`src/design/scr_map.svh`:
```
/*
 * Offsets, reset values and widths of the system control and scratch
 * register group. Assumes a 32-bit register bus with byte addresses.
 */
`ifndef SCR_MAP_SVH
`define SCR_MAP_SVH

`define SCR_OFF_OVR        12'h040
`define SCR_OFF_LOCK       12'h044
`define SCR_OFF_STICKY0    12'h100
`define SCR_OFF_STICKY1    12'h104
`define SCR_OFF_STICKY2    12'h108
`define SCR_OFF_STICKY3    12'h10C
`define SCR_OFF_PLAIN0     12'h114
`define SCR_OFF_PLAIN1     12'h118
`define SCR_OFF_PLAIN2     12'h11C
`define SCR_OFF_PLAIN3     12'h120
`define SCR_OFF_SET_ONCE   12'h130
`define SCR_OFF_SET_STICKY 12'h134
`define SCR_OFF_COMPARATOR_IRQ_ENABLE     12'h300
`define SCR_OFF_CMP_REF    12'h304
`define SCR_OFF_IRQ_STAT   12'h340
`define SCR_OFF_IRQ_MASK   12'h344

`define SCR_RST_WORD       32'h0000_0000
`define SCR_RST_BIT        1'b0
`define SCR_CMP_N          19
`define SCR_OVR_BIT        0
`define SCR_LOCK_BIT       0

`endif

```
`src/design/scr_pkg.sv`:
```
/*
 * Types shared by the system control and scratch register group.
 * Assumes nothing beyond the map header.
 */
package scr_pkg;

  typedef enum logic [1:0] {
    SCR_RESP_OKAY   = 2'b00,
    SCR_RESP_SLVERR = 2'b10
  } scr_resp_type;

endpackage

```
`src/design/scr_regs.sv`:
```
/*
 * System control and scratch register group with an AXI4-Lite slave,
 * a debug access gate, comparator configuration and a comparator
 * interrupt with sticky status and mask.
 * Assumes aresetn is the power-on reset, cold and warm reset requests
 * and comparator outputs arrive asynchronously on pins.
 */
// The AXI4-Lite interface to the registers is this design's own decision.
// Function
// Bit 0 at 0x40 overrides security restrictions; bits 31:1 read zero.
// Programmed OTP area with override clear denies debug test access.
// Boot firmware writes the override after cold reset, may lock it.
// Bit 0 at 0x44 is set-only lock; only power-on reset clears it.
// Four sticky scratchpads 0x100-0x10C clear on power-on or cold reset.
// Four scratchpads 0x114-0x120 clear on any reset.
// Scratchpad 0x130 sets bits written one, keeps them until reset.
// Sticky set-only scratchpad 0x134 clears only on power-on reset.
// Bits 18:0 at 0x300 enable each comparator interrupt.
// Bits 18:0 at 0x304 pick external pin or internal reference.
// Each bit 0 to 18 serves exactly one of nineteen comparators.
// Reserved bits ignore writes and read as zero.
// While locked, writes to the override bit are ignored.
`timescale 1ns/10ps
`include "scr_map.svh"

module scr_regs
  import scr_pkg::*;
#(
  parameter int CMP_N = `SCR_CMP_N
) (
  input  wire logic             aclk,
  input  wire logic             aresetn,
  input  wire logic             cold_rst_req_n,
  input  wire logic             warm_rst_req_n,
  input  wire logic             otp_programmed,
  input  wire logic [CMP_N-1:0] cmp_out,
  input  wire logic [11:0]      s_axi_awaddr,
  input  wire logic             s_axi_awvalid,
  output logic                  s_axi_awready,
  input  wire logic [31:0]      s_axi_wdata,
  input  wire logic [3:0]       s_axi_wstrb,
  input  wire logic             s_axi_wvalid,
  output logic                  s_axi_wready,
  output logic [1:0]            s_axi_bresp,
  output logic                  s_axi_bvalid,
  input  wire logic             s_axi_bready,
  input  wire logic [11:0]      s_axi_araddr,
  input  wire logic             s_axi_arvalid,
  output logic                  s_axi_arready,
  output logic [31:0]           s_axi_rdata,
  output logic [1:0]            s_axi_rresp,
  output logic                  s_axi_rvalid,
  input  wire logic             s_axi_rready,
  output logic                  security_override,
  output logic                  security_override_freeze,
  output logic                  debug_access_deny,
  output logic [CMP_N-1:0]      comparator_irq_enable,
  output logic [CMP_N-1:0]      comparator_ref_source,
  output logic                  irq
);

  // ***********************************************************
  // Functions
  // ***********************************************************
  function automatic logic [31:0] strb_mask(input logic [3:0] strb);
    strb_mask = {{8{strb[3]}}, {8{strb[2]}}, {8{strb[1]}}, {8{strb[0]}}};
  endfunction

  function automatic logic [31:0] merge(input logic [31:0] old,
                                        input logic [31:0] data,
                                        input logic [31:0] mask);
    merge = (old & ~mask) | (data & mask);
  endfunction

  function automatic logic [31:0] widen(input logic [CMP_N-1:0] v);
    widen = 32'(v);
  endfunction

  // ***********************************************************
  // Reset requests
  // ***********************************************************
  // Both request pins pass two flops; the first is read only by the
  // second. The flops start asserted so a power-on also acts as both.
  logic cold_s1;
  logic cold_s2;
  logic warm_s1;
  logic warm_s2;
  logic otp_s1;
  logic otp_s2;
  logic [CMP_N-1:0] cmp_s1;
  logic [CMP_N-1:0] cmp_s2;
  logic [CMP_N-1:0] cmp_prev;

  always_ff @(posedge aclk) begin
    if (!aresetn) begin
      cold_s1 <= 1'b0;
      cold_s2 <= 1'b0;
      warm_s1 <= 1'b0;
      warm_s2 <= 1'b0;
    end else begin
      cold_s1 <= cold_rst_req_n;
      cold_s2 <= cold_s1;
      warm_s1 <= warm_rst_req_n;
      warm_s2 <= warm_s1;
    end
  end

  always_ff @(posedge aclk) begin
    otp_s1 <= otp_programmed;
    otp_s2 <= otp_s1;
    cmp_s1 <= cmp_out;
    cmp_s2 <= cmp_s1;
  end

  wire por_rst  = !aresetn;
  wire cold_rst = por_rst | !cold_s2;
  wire warm_rst = cold_rst | !warm_s2;

  // ***********************************************************
  // Bus write path
  // ***********************************************************
  // Address and data are held separately so the master may offer them
  // in either order; the write acts once both are held.
  logic        aw_held;
  logic        w_held;
  logic [11:0] wr_addr;
  logic [31:0] wr_data;
  logic [3:0]  wr_strb;

  wire aw_take = s_axi_awvalid & s_axi_awready;
  wire w_take  = s_axi_wvalid & s_axi_wready;
  wire do_wr   = aw_held & w_held & !s_axi_bvalid;
  wire [31:0] wmask = strb_mask(wr_strb);

  wire wr_ovr   = do_wr & (wr_addr == `SCR_OFF_OVR);
  wire wr_lock  = do_wr & (wr_addr == `SCR_OFF_LOCK);
  wire wr_st0   = do_wr & (wr_addr == `SCR_OFF_STICKY0);
  wire wr_st1   = do_wr & (wr_addr == `SCR_OFF_STICKY1);
  wire wr_st2   = do_wr & (wr_addr == `SCR_OFF_STICKY2);
  wire wr_st3   = do_wr & (wr_addr == `SCR_OFF_STICKY3);
  wire wr_pl0   = do_wr & (wr_addr == `SCR_OFF_PLAIN0);
  wire wr_pl1   = do_wr & (wr_addr == `SCR_OFF_PLAIN1);
  wire wr_pl2   = do_wr & (wr_addr == `SCR_OFF_PLAIN2);
  wire wr_pl3   = do_wr & (wr_addr == `SCR_OFF_PLAIN3);
  wire wr_so    = do_wr & (wr_addr == `SCR_OFF_SET_ONCE);
  wire wr_ss    = do_wr & (wr_addr == `SCR_OFF_SET_STICKY);
  wire wr_cen   = do_wr & (wr_addr == `SCR_OFF_COMPARATOR_IRQ_ENABLE);
  wire wr_cref  = do_wr & (wr_addr == `SCR_OFF_CMP_REF);
  wire wr_stat  = do_wr & (wr_addr == `SCR_OFF_IRQ_STAT);
  wire wr_mask  = do_wr & (wr_addr == `SCR_OFF_IRQ_MASK);
  wire wr_hit   = wr_ovr | wr_lock | wr_st0 | wr_st1 | wr_st2 | wr_st3 |
                  wr_pl0 | wr_pl1 | wr_pl2 | wr_pl3 | wr_so | wr_ss |
                  wr_cen | wr_cref | wr_stat | wr_mask;

  wire next_aw_held = aw_take | (aw_held & !do_wr);
  wire next_w_held  = w_take | (w_held & !do_wr);
  wire next_bvalid  = do_wr | (s_axi_bvalid & !s_axi_bready);

  always_ff @(posedge aclk) begin
    if (!aresetn) begin
      aw_held <= 1'b0;
      w_held  <= 1'b0;
      wr_addr <= 12'h000;
      wr_data <= `SCR_RST_WORD;
      wr_strb <= 4'h0;
    end else begin
      if (aw_take) begin
        aw_held <= 1'b1;
        wr_addr <= {s_axi_awaddr[11:2], 2'b00};
      end else if (do_wr) begin
        aw_held <= 1'b0;
      end
      if (w_take) begin
        w_held  <= 1'b1;
        wr_data <= s_axi_wdata;
        wr_strb <= s_axi_wstrb;
      end else if (do_wr) begin
        w_held <= 1'b0;
      end
    end
  end

  // Each ready is loaded with what the hold flags will be after the
  // edge, so it falls in the cycle that a take or a response begins
  // while still leaving the pin on a flop.
  always_ff @(posedge aclk) begin
    if (!aresetn) begin
      s_axi_awready <= 1'b0;
      s_axi_wready  <= 1'b0;
      s_axi_bvalid  <= 1'b0;
      s_axi_bresp   <= SCR_RESP_OKAY;
    end else begin
      s_axi_awready <= !next_aw_held & !next_bvalid;
      s_axi_wready  <= !next_w_held & !next_bvalid;
      s_axi_bvalid  <= next_bvalid;
      if (do_wr) begin
        s_axi_bresp <= wr_hit ? SCR_RESP_OKAY : SCR_RESP_SLVERR;
      end
    end
  end

  // ***********************************************************
  // Security override and its freeze
  // ***********************************************************
  // The override survives a warm reset so boot firmware sets it once
  // per cold start; the freeze answers to power-on reset alone.
  always_ff @(posedge aclk) begin
    if (por_rst) begin
      security_override_freeze <= `SCR_RST_BIT;
    end else if (wr_lock & wmask[`SCR_LOCK_BIT]) begin
      security_override_freeze <= security_override_freeze |
                                  wr_data[`SCR_LOCK_BIT];
    end
  end

  always_ff @(posedge aclk) begin
    if (cold_rst) begin
      security_override <= `SCR_RST_BIT;
    end else if (wr_ovr & wmask[`SCR_OVR_BIT] &
                 !security_override_freeze) begin
      security_override <= wr_data[`SCR_OVR_BIT];
    end
  end

  always_ff @(posedge aclk) begin
    if (por_rst) begin
      debug_access_deny <= 1'b1;
    end else begin
      debug_access_deny <= otp_s2 & !security_override;
    end
  end

  // ***********************************************************
  // Scratchpads
  // ***********************************************************
  logic [31:0] sticky_scratch [4];
  logic [31:0] plain_scratch [4];
  logic [31:0] set_once_scratch;
  logic [31:0] set_once_sticky_scratch;

  wire [3:0] wr_st = {wr_st3, wr_st2, wr_st1, wr_st0};
  wire [3:0] wr_pl = {wr_pl3, wr_pl2, wr_pl1, wr_pl0};

  always_ff @(posedge aclk) begin
    for (int i = 0; i < 4; i++) begin
      if (cold_rst) begin
        sticky_scratch[i] <= `SCR_RST_WORD;
      end else if (wr_st[i]) begin
        sticky_scratch[i] <= merge(sticky_scratch[i], wr_data, wmask);
      end
      if (warm_rst) begin
        plain_scratch[i] <= `SCR_RST_WORD;
      end else if (wr_pl[i]) begin
        plain_scratch[i] <= merge(plain_scratch[i], wr_data, wmask);
      end
    end
  end

  always_ff @(posedge aclk) begin
    if (warm_rst) begin
      set_once_scratch <= `SCR_RST_WORD;
    end else if (wr_so) begin
      set_once_scratch <= set_once_scratch | (wr_data & wmask);
    end
  end

  always_ff @(posedge aclk) begin
    if (por_rst) begin
      set_once_sticky_scratch <= `SCR_RST_WORD;
    end else if (wr_ss) begin
      set_once_sticky_scratch <= set_once_sticky_scratch |
                                 (wr_data & wmask);
    end
  end

  // ***********************************************************
  // Comparator configuration and interrupt
  // ***********************************************************
  // Only the low CMP_N bits are stored, so upper bits of any write are
  // dropped and read back as zero.
  logic [CMP_N-1:0] irq_status;
  logic [CMP_N-1:0] irq_mask;

  wire [CMP_N-1:0] wdat_n  = wr_data[CMP_N-1:0];
  wire [CMP_N-1:0] wmask_n = wmask[CMP_N-1:0];
  wire [CMP_N-1:0] cmp_rise = cmp_s2 & ~cmp_prev;
  wire [CMP_N-1:0] cmp_event = cmp_rise & comparator_irq_enable;
  wire [CMP_N-1:0] stat_clr = wr_stat ? (wdat_n & wmask_n) : '0;

  always_ff @(posedge aclk) begin
    if (cold_rst) begin
      comparator_irq_enable <= '0;
      comparator_ref_source <= '0;
      irq_mask              <= '0;
    end else begin
      if (wr_cen) begin
        comparator_irq_enable <= (comparator_irq_enable & ~wmask_n) |
                                 (wdat_n & wmask_n);
      end
      if (wr_cref) begin
        comparator_ref_source <= (comparator_ref_source & ~wmask_n) |
                                 (wdat_n & wmask_n);
      end
      if (wr_mask) begin
        irq_mask <= (irq_mask & ~wmask_n) | (wdat_n & wmask_n);
      end
    end
  end

  // A new edge in the same cycle as a clear keeps its bit set.
  always_ff @(posedge aclk) begin
    if (cold_rst) begin
      irq_status <= '0;
      cmp_prev   <= '0;
      irq        <= 1'b0;
    end else begin
      irq_status <= (irq_status & ~stat_clr) | cmp_event;
      cmp_prev   <= cmp_s2;
      irq        <= |(irq_status & irq_mask);
    end
  end

  // ***********************************************************
  // Bus read path
  // ***********************************************************
  wire [11:0] ra = {s_axi_araddr[11:2], 2'b00};
  wire ar_take = s_axi_arvalid & s_axi_arready;

  wire rd_ovr  = ra == `SCR_OFF_OVR;
  wire rd_lock = ra == `SCR_OFF_LOCK;
  wire rd_st   = (ra >= `SCR_OFF_STICKY0) & (ra <= `SCR_OFF_STICKY3);
  wire rd_pl   = (ra >= `SCR_OFF_PLAIN0) & (ra <= `SCR_OFF_PLAIN3);
  wire rd_so   = ra == `SCR_OFF_SET_ONCE;
  wire rd_ss   = ra == `SCR_OFF_SET_STICKY;
  wire rd_cen  = ra == `SCR_OFF_COMPARATOR_IRQ_ENABLE;
  wire rd_cref = ra == `SCR_OFF_CMP_REF;
  wire rd_stat = ra == `SCR_OFF_IRQ_STAT;
  wire rd_mask = ra == `SCR_OFF_IRQ_MASK;
  wire rd_hit  = rd_ovr | rd_lock | rd_st | rd_pl | rd_so | rd_ss |
                 rd_cen | rd_cref | rd_stat | rd_mask;

  wire [11:0] pl_off = ra - `SCR_OFF_PLAIN0;
  wire [1:0]  st_idx = ra[3:2];
  wire [1:0]  pl_idx = pl_off[3:2];

  wire [31:0] rd_word =
    rd_ovr  ? {31'h0000_0000, security_override} :
    rd_lock ? {31'h0000_0000, security_override_freeze} :
    rd_st   ? sticky_scratch[st_idx] :
    rd_pl   ? plain_scratch[pl_idx] :
    rd_so   ? set_once_scratch :
    rd_ss   ? set_once_sticky_scratch :
    rd_cen  ? widen(comparator_irq_enable) :
    rd_cref ? widen(comparator_ref_source) :
    rd_stat ? widen(irq_status) :
    rd_mask ? widen(irq_mask) : `SCR_RST_WORD;

  always_ff @(posedge aclk) begin
    if (!aresetn) begin
      s_axi_rvalid <= 1'b0;
      s_axi_rdata  <= `SCR_RST_WORD;
      s_axi_rresp  <= SCR_RESP_OKAY;
    end else if (ar_take) begin
      s_axi_rvalid <= 1'b1;
      s_axi_rdata  <= rd_word;
      s_axi_rresp  <= rd_hit ? SCR_RESP_OKAY : SCR_RESP_SLVERR;
    end else if (s_axi_rready) begin
      s_axi_rvalid <= 1'b0;
    end
  end

  // The address channel stays refused from the take until the edge
  // that ends the answer, so only one read is ever in flight.
  wire next_rvalid = ar_take | (s_axi_rvalid & !s_axi_rready);

  always_ff @(posedge aclk) begin
    if (!aresetn) begin
      s_axi_arready <= 1'b0;
    end else begin
      s_axi_arready <= !next_rvalid;
    end
  end

endmodule

```
`config.mk`:
```
export PLATFORM = sky130hd
export DESIGN_NAME = scr_regs
export DESIGN_NICKNAME = d
export VERILOG_FILES = /design/src/design/scr_pkg.sv /design/src/design/scr_regs.sv
export VERILOG_INCLUDE_DIRS = /design/src /design/src/design
export SDC_FILE = /design/constraint.sdc
export NUM_CORES = 1
export LEC_CHECK = 0
export BUFFER_PORTS_ARGS = -buffer_cell sky130_fd_sc_hd__buf_2
export CAP_MARGIN = 25
export CORE_MARGIN = 2
export CORE_UTILIZATION = 30
export DETAILED_ROUTE_END_ITERATION = 10
export PLACE_DENSITY = 0.46
export SLEW_MARGIN = 20
export SYNTH_ARGS = -nofsm -noshare
export SYNTH_HDL_FRONTEND = slang
export SYNTH_SLANG_ARGS = --single-unit
```
`constraint.sdc`:
```
create_clock -name aclk -period 4.8 [get_ports aclk]
set_input_delay 0.24 -clock aclk [delete_from_list [all_inputs] [get_ports aclk]]
set_output_delay 0.24 -clock aclk [all_outputs]
set_load 0.02 [all_outputs]
```
==> metrics.txt <==
status=completed; Worst setup EP type=flip-flop; Final Wtd Congestion=~0.85; Total GRT Usage=about a fifth; share of post-route cells with drive strength above 1=between 10% and 20%; Die Height=about 290 um; hold crit path type=in -> reg; Post-synth EDFFs=roughly 260; final setup TNS=0 ns; post-synth cell types=84; WHS=0.09722 ns; Antenna Nets Post-Route=0; row count=a little over 100; via count=19043; static leakage=roughly 0.0098 uW; post-synth top area cell=edfxtp_1; warnings from Yosys=0; number of I/O port buffers=between 150 and 200; Yosys reg bits=550; Final Cell Area=about 0.028 mm^2; Power per Cell Area=roughly 360 mW/mm^2; Net count, final=approximately 2600; Crit path arrival time=3.87 ns; pre-CTS WS=approximately 1.4 ns; CTS tree=yes; fmax=0.2938 GHz; register area share after synthesis=a little under three fifths; wire length per cell=around 23 um; Synth area leaders=edfxtp_1, dfxtp_1, a21oi_1; Max VDD drop=a little under 0.0003 V; H-tree Lvls=2; placed instance area=0.02568 mm^2; vias per std cell=around 5.3; Syn Area/Cell=10.33 um^2; Area growth syn-to-layout=19.11%; Tightest Pin Transition=between 1 and 1.5 ns; clk sink count=between 500 and 600; setup violators final=0; number of CTS-inserted buffers=58; Async SR Flop Fraction=0%; CTS max path bufs=3; Slew HR=between 20% and 30%; Pins Over Slew Limit=0; CP Class=reg -> reg; Post-CTS Resized=0; vias in the first global route=approximately 19000; Tcrit/Tclk final=~71%; RSZ-0062 raised after global routing=false; clk_skew=about 0.010 ns; crit-path max FO=22; initial antenna violation count=5; Routed Wire Length=83660 um; num ports=~170; Clock transition at path regs=about 0.060 ns; 1st-iter DRT viols=approximately 1900; Initial Util=30.24%; CORE AREA=0.07887 mm^2; min Tclk post-route=~3.4 ns; Final WS setup=~1.4 ns; hpwl dp=52030 um; CTS root buf=clkbuf_16; Die ar.=between 0.08 and 0.09 mm^2; first-pass GRT wire length=122800 um; DRT Pass-1 Iters=5; Worst EP required=between 5 and 6 ns; Syn Inst Count=~2300; Mapped Area=about 0.024 mm^2; Startpoint Class=flip-flop; die width=around 290 um; gr ovfl total=0; share of the synthesized area in the top cell type=32.24%; clk_lat worst skew=0.63 ns; max cap viols=0; Final Hold Violating Endpoints=0; pin count of the biggest net entering global routing=slightly above 80; Main synth FF type=dfxtp_1; DRC=0
Yosys cell counts, drive strengths merged, types with 12 or more instances:
master   instances
a2111oi         12
a21oi          376
a22oi           47
a31oi           38
and3            25
buf             39
clkbuf         133
dfxtp          294
edfxtp         256
inv             12
mux2i           20
mux4            64
nand2          414
nand2b          83
nand3           53
nand3b          21
nor2           128
o211ai          12
o21a            32
o21ai          124
o2bb2ai         13
or3b            13
worst paths after layout:
check,to,slack (ns),cells after the start,from
setup / recovery,plain_scratch[2][5],1.40,6,wr_addr[6]
hold / removal,debug_access_deny,0.1,2,aresetn
setup reg to reg,plain_scratch[2][5],1.40,6,wr_addr[6]
hold reg to reg,cmp_s2[15],0.33,0,cmp_s1[15]
final cells by class:
| cell class | count | area (um^2) |
|---|---|---|
| antenna | 1 | 2.502 |
| clock inverter | 21 | 209.0 |
| fill | 7976 | 50460 |
| timing repair buffer | 283 | 1942 |
| clock buffer | 88 | 1769 |
| inverter | 12 | 45.04 |
| tap | 1050 | 1314 |
| multi-input combinational | 1573 | 9550 |
| sequential | 550 | 13570 |
per-layer routing:
| metal | routed length [um] | track usage, % | vias to the layer above | part of all wire (%) |
|---|---|---|---|---|
| li1 | - | - | 8710 | - |
| met1 | 36430 | 27.14 | 9533 | 44 |
| met2 | 39990 | 33.32 | 689 | 48 |
| met3 | 5659 | 2.831 | 109 | 6.8 |
| met4 | 1569 | 4.869 | 2 | 1.9 |
| met5 | 18 | 0 | - | 0.022 |
worst max-delay path: stages, from the launching register on:
cell and delay (ns):
dfxtp_1 0.51, nor3b_1 0.56, nand4_1 0.50, nor2_1 0.31, nand3_1 0.60, buf_4 0.53, a21oi_1 0.20
where the power goes:
| group | internal (uW) | total, uW | switching [uW] |
|---|---|---|---|
| logic | 186 | 497 | 311 |
| clock network | 2750 | 4700 | 1950 |
| registers | 4950 | 5020 | 71.8 |
metrics by stage:
stage	util, %	power [uW]	instances
4_1_cts	35.96	10300	3574
2_1_floorplan	-	5379	2309
6_report	36.02	10220	3578
3_5_place_dp	32.56	5571	3395
3_3_place_gp	32.50	5562	3393
5_1_grt	36.01	10520	3577
layout by cell type, fill, tap and decap left out, drive strengths merged, types with 7 or more instances in the layout:
| cell type | netlist | layout |
|---|---|---|
| nand2 | 414 | 414 |
| a21oi | 376 | 376 |
| dfxtp | 294 | 294 |
| edfxtp | 256 | 256 |
| buf | 39 | 213 |
| nor2 | 128 | 128 |
| o21ai | 124 | 124 |
| clkbuf | 133 | 88 |
| nand2b | 83 | 83 |
| dlygate4sd3 | 0 | 70 |
| mux4 | 64 | 64 |
| nand3 | 53 | 53 |
| a22oi | 47 | 47 |
| a31oi | 38 | 38 |
| o21a | 32 | 32 |
| and3 | 25 | 25 |
| nand3b | 21 | 21 |
| mux2i | 20 | 20 |
| clkinv | 0 | 16 |
| o2bb2ai | 13 | 13 |
| or3b | 13 | 13 |
| o211ai | 12 | 12 |
| a2111oi | 12 | 12 |
| inv | 12 | 12 |
| and2 | 11 | 11 |
| nor4 | 10 | 10 |
| nand4 | 7 | 7 |
| nor3 | 7 | 7 |
| a221oi | 7 | 7 |
cell families after synthesis:
| logic type | Yosys count | synth area share [%] |
|---|---|---|
| AND/OR/NAND/NOR | 798 | 15.84 |
| flip-flops | 550 | 56.91 |
| adder cells (fa/ha/maj) | 3 | 0.1574 |
| other | 1 | 0.01572 |
| multiplexers | 84 | 7.004 |
| buffers and inverters | 186 | 3.478 |
| AO/OA/AOI/OAI | 686 | 16.58 |
repair_timing:
item	CTS	global route
hold buffers	70	0
hold endpoints to repair	71	0
setup buffers	0	0
No activity file was read; power rests on OpenSTA's default activity.
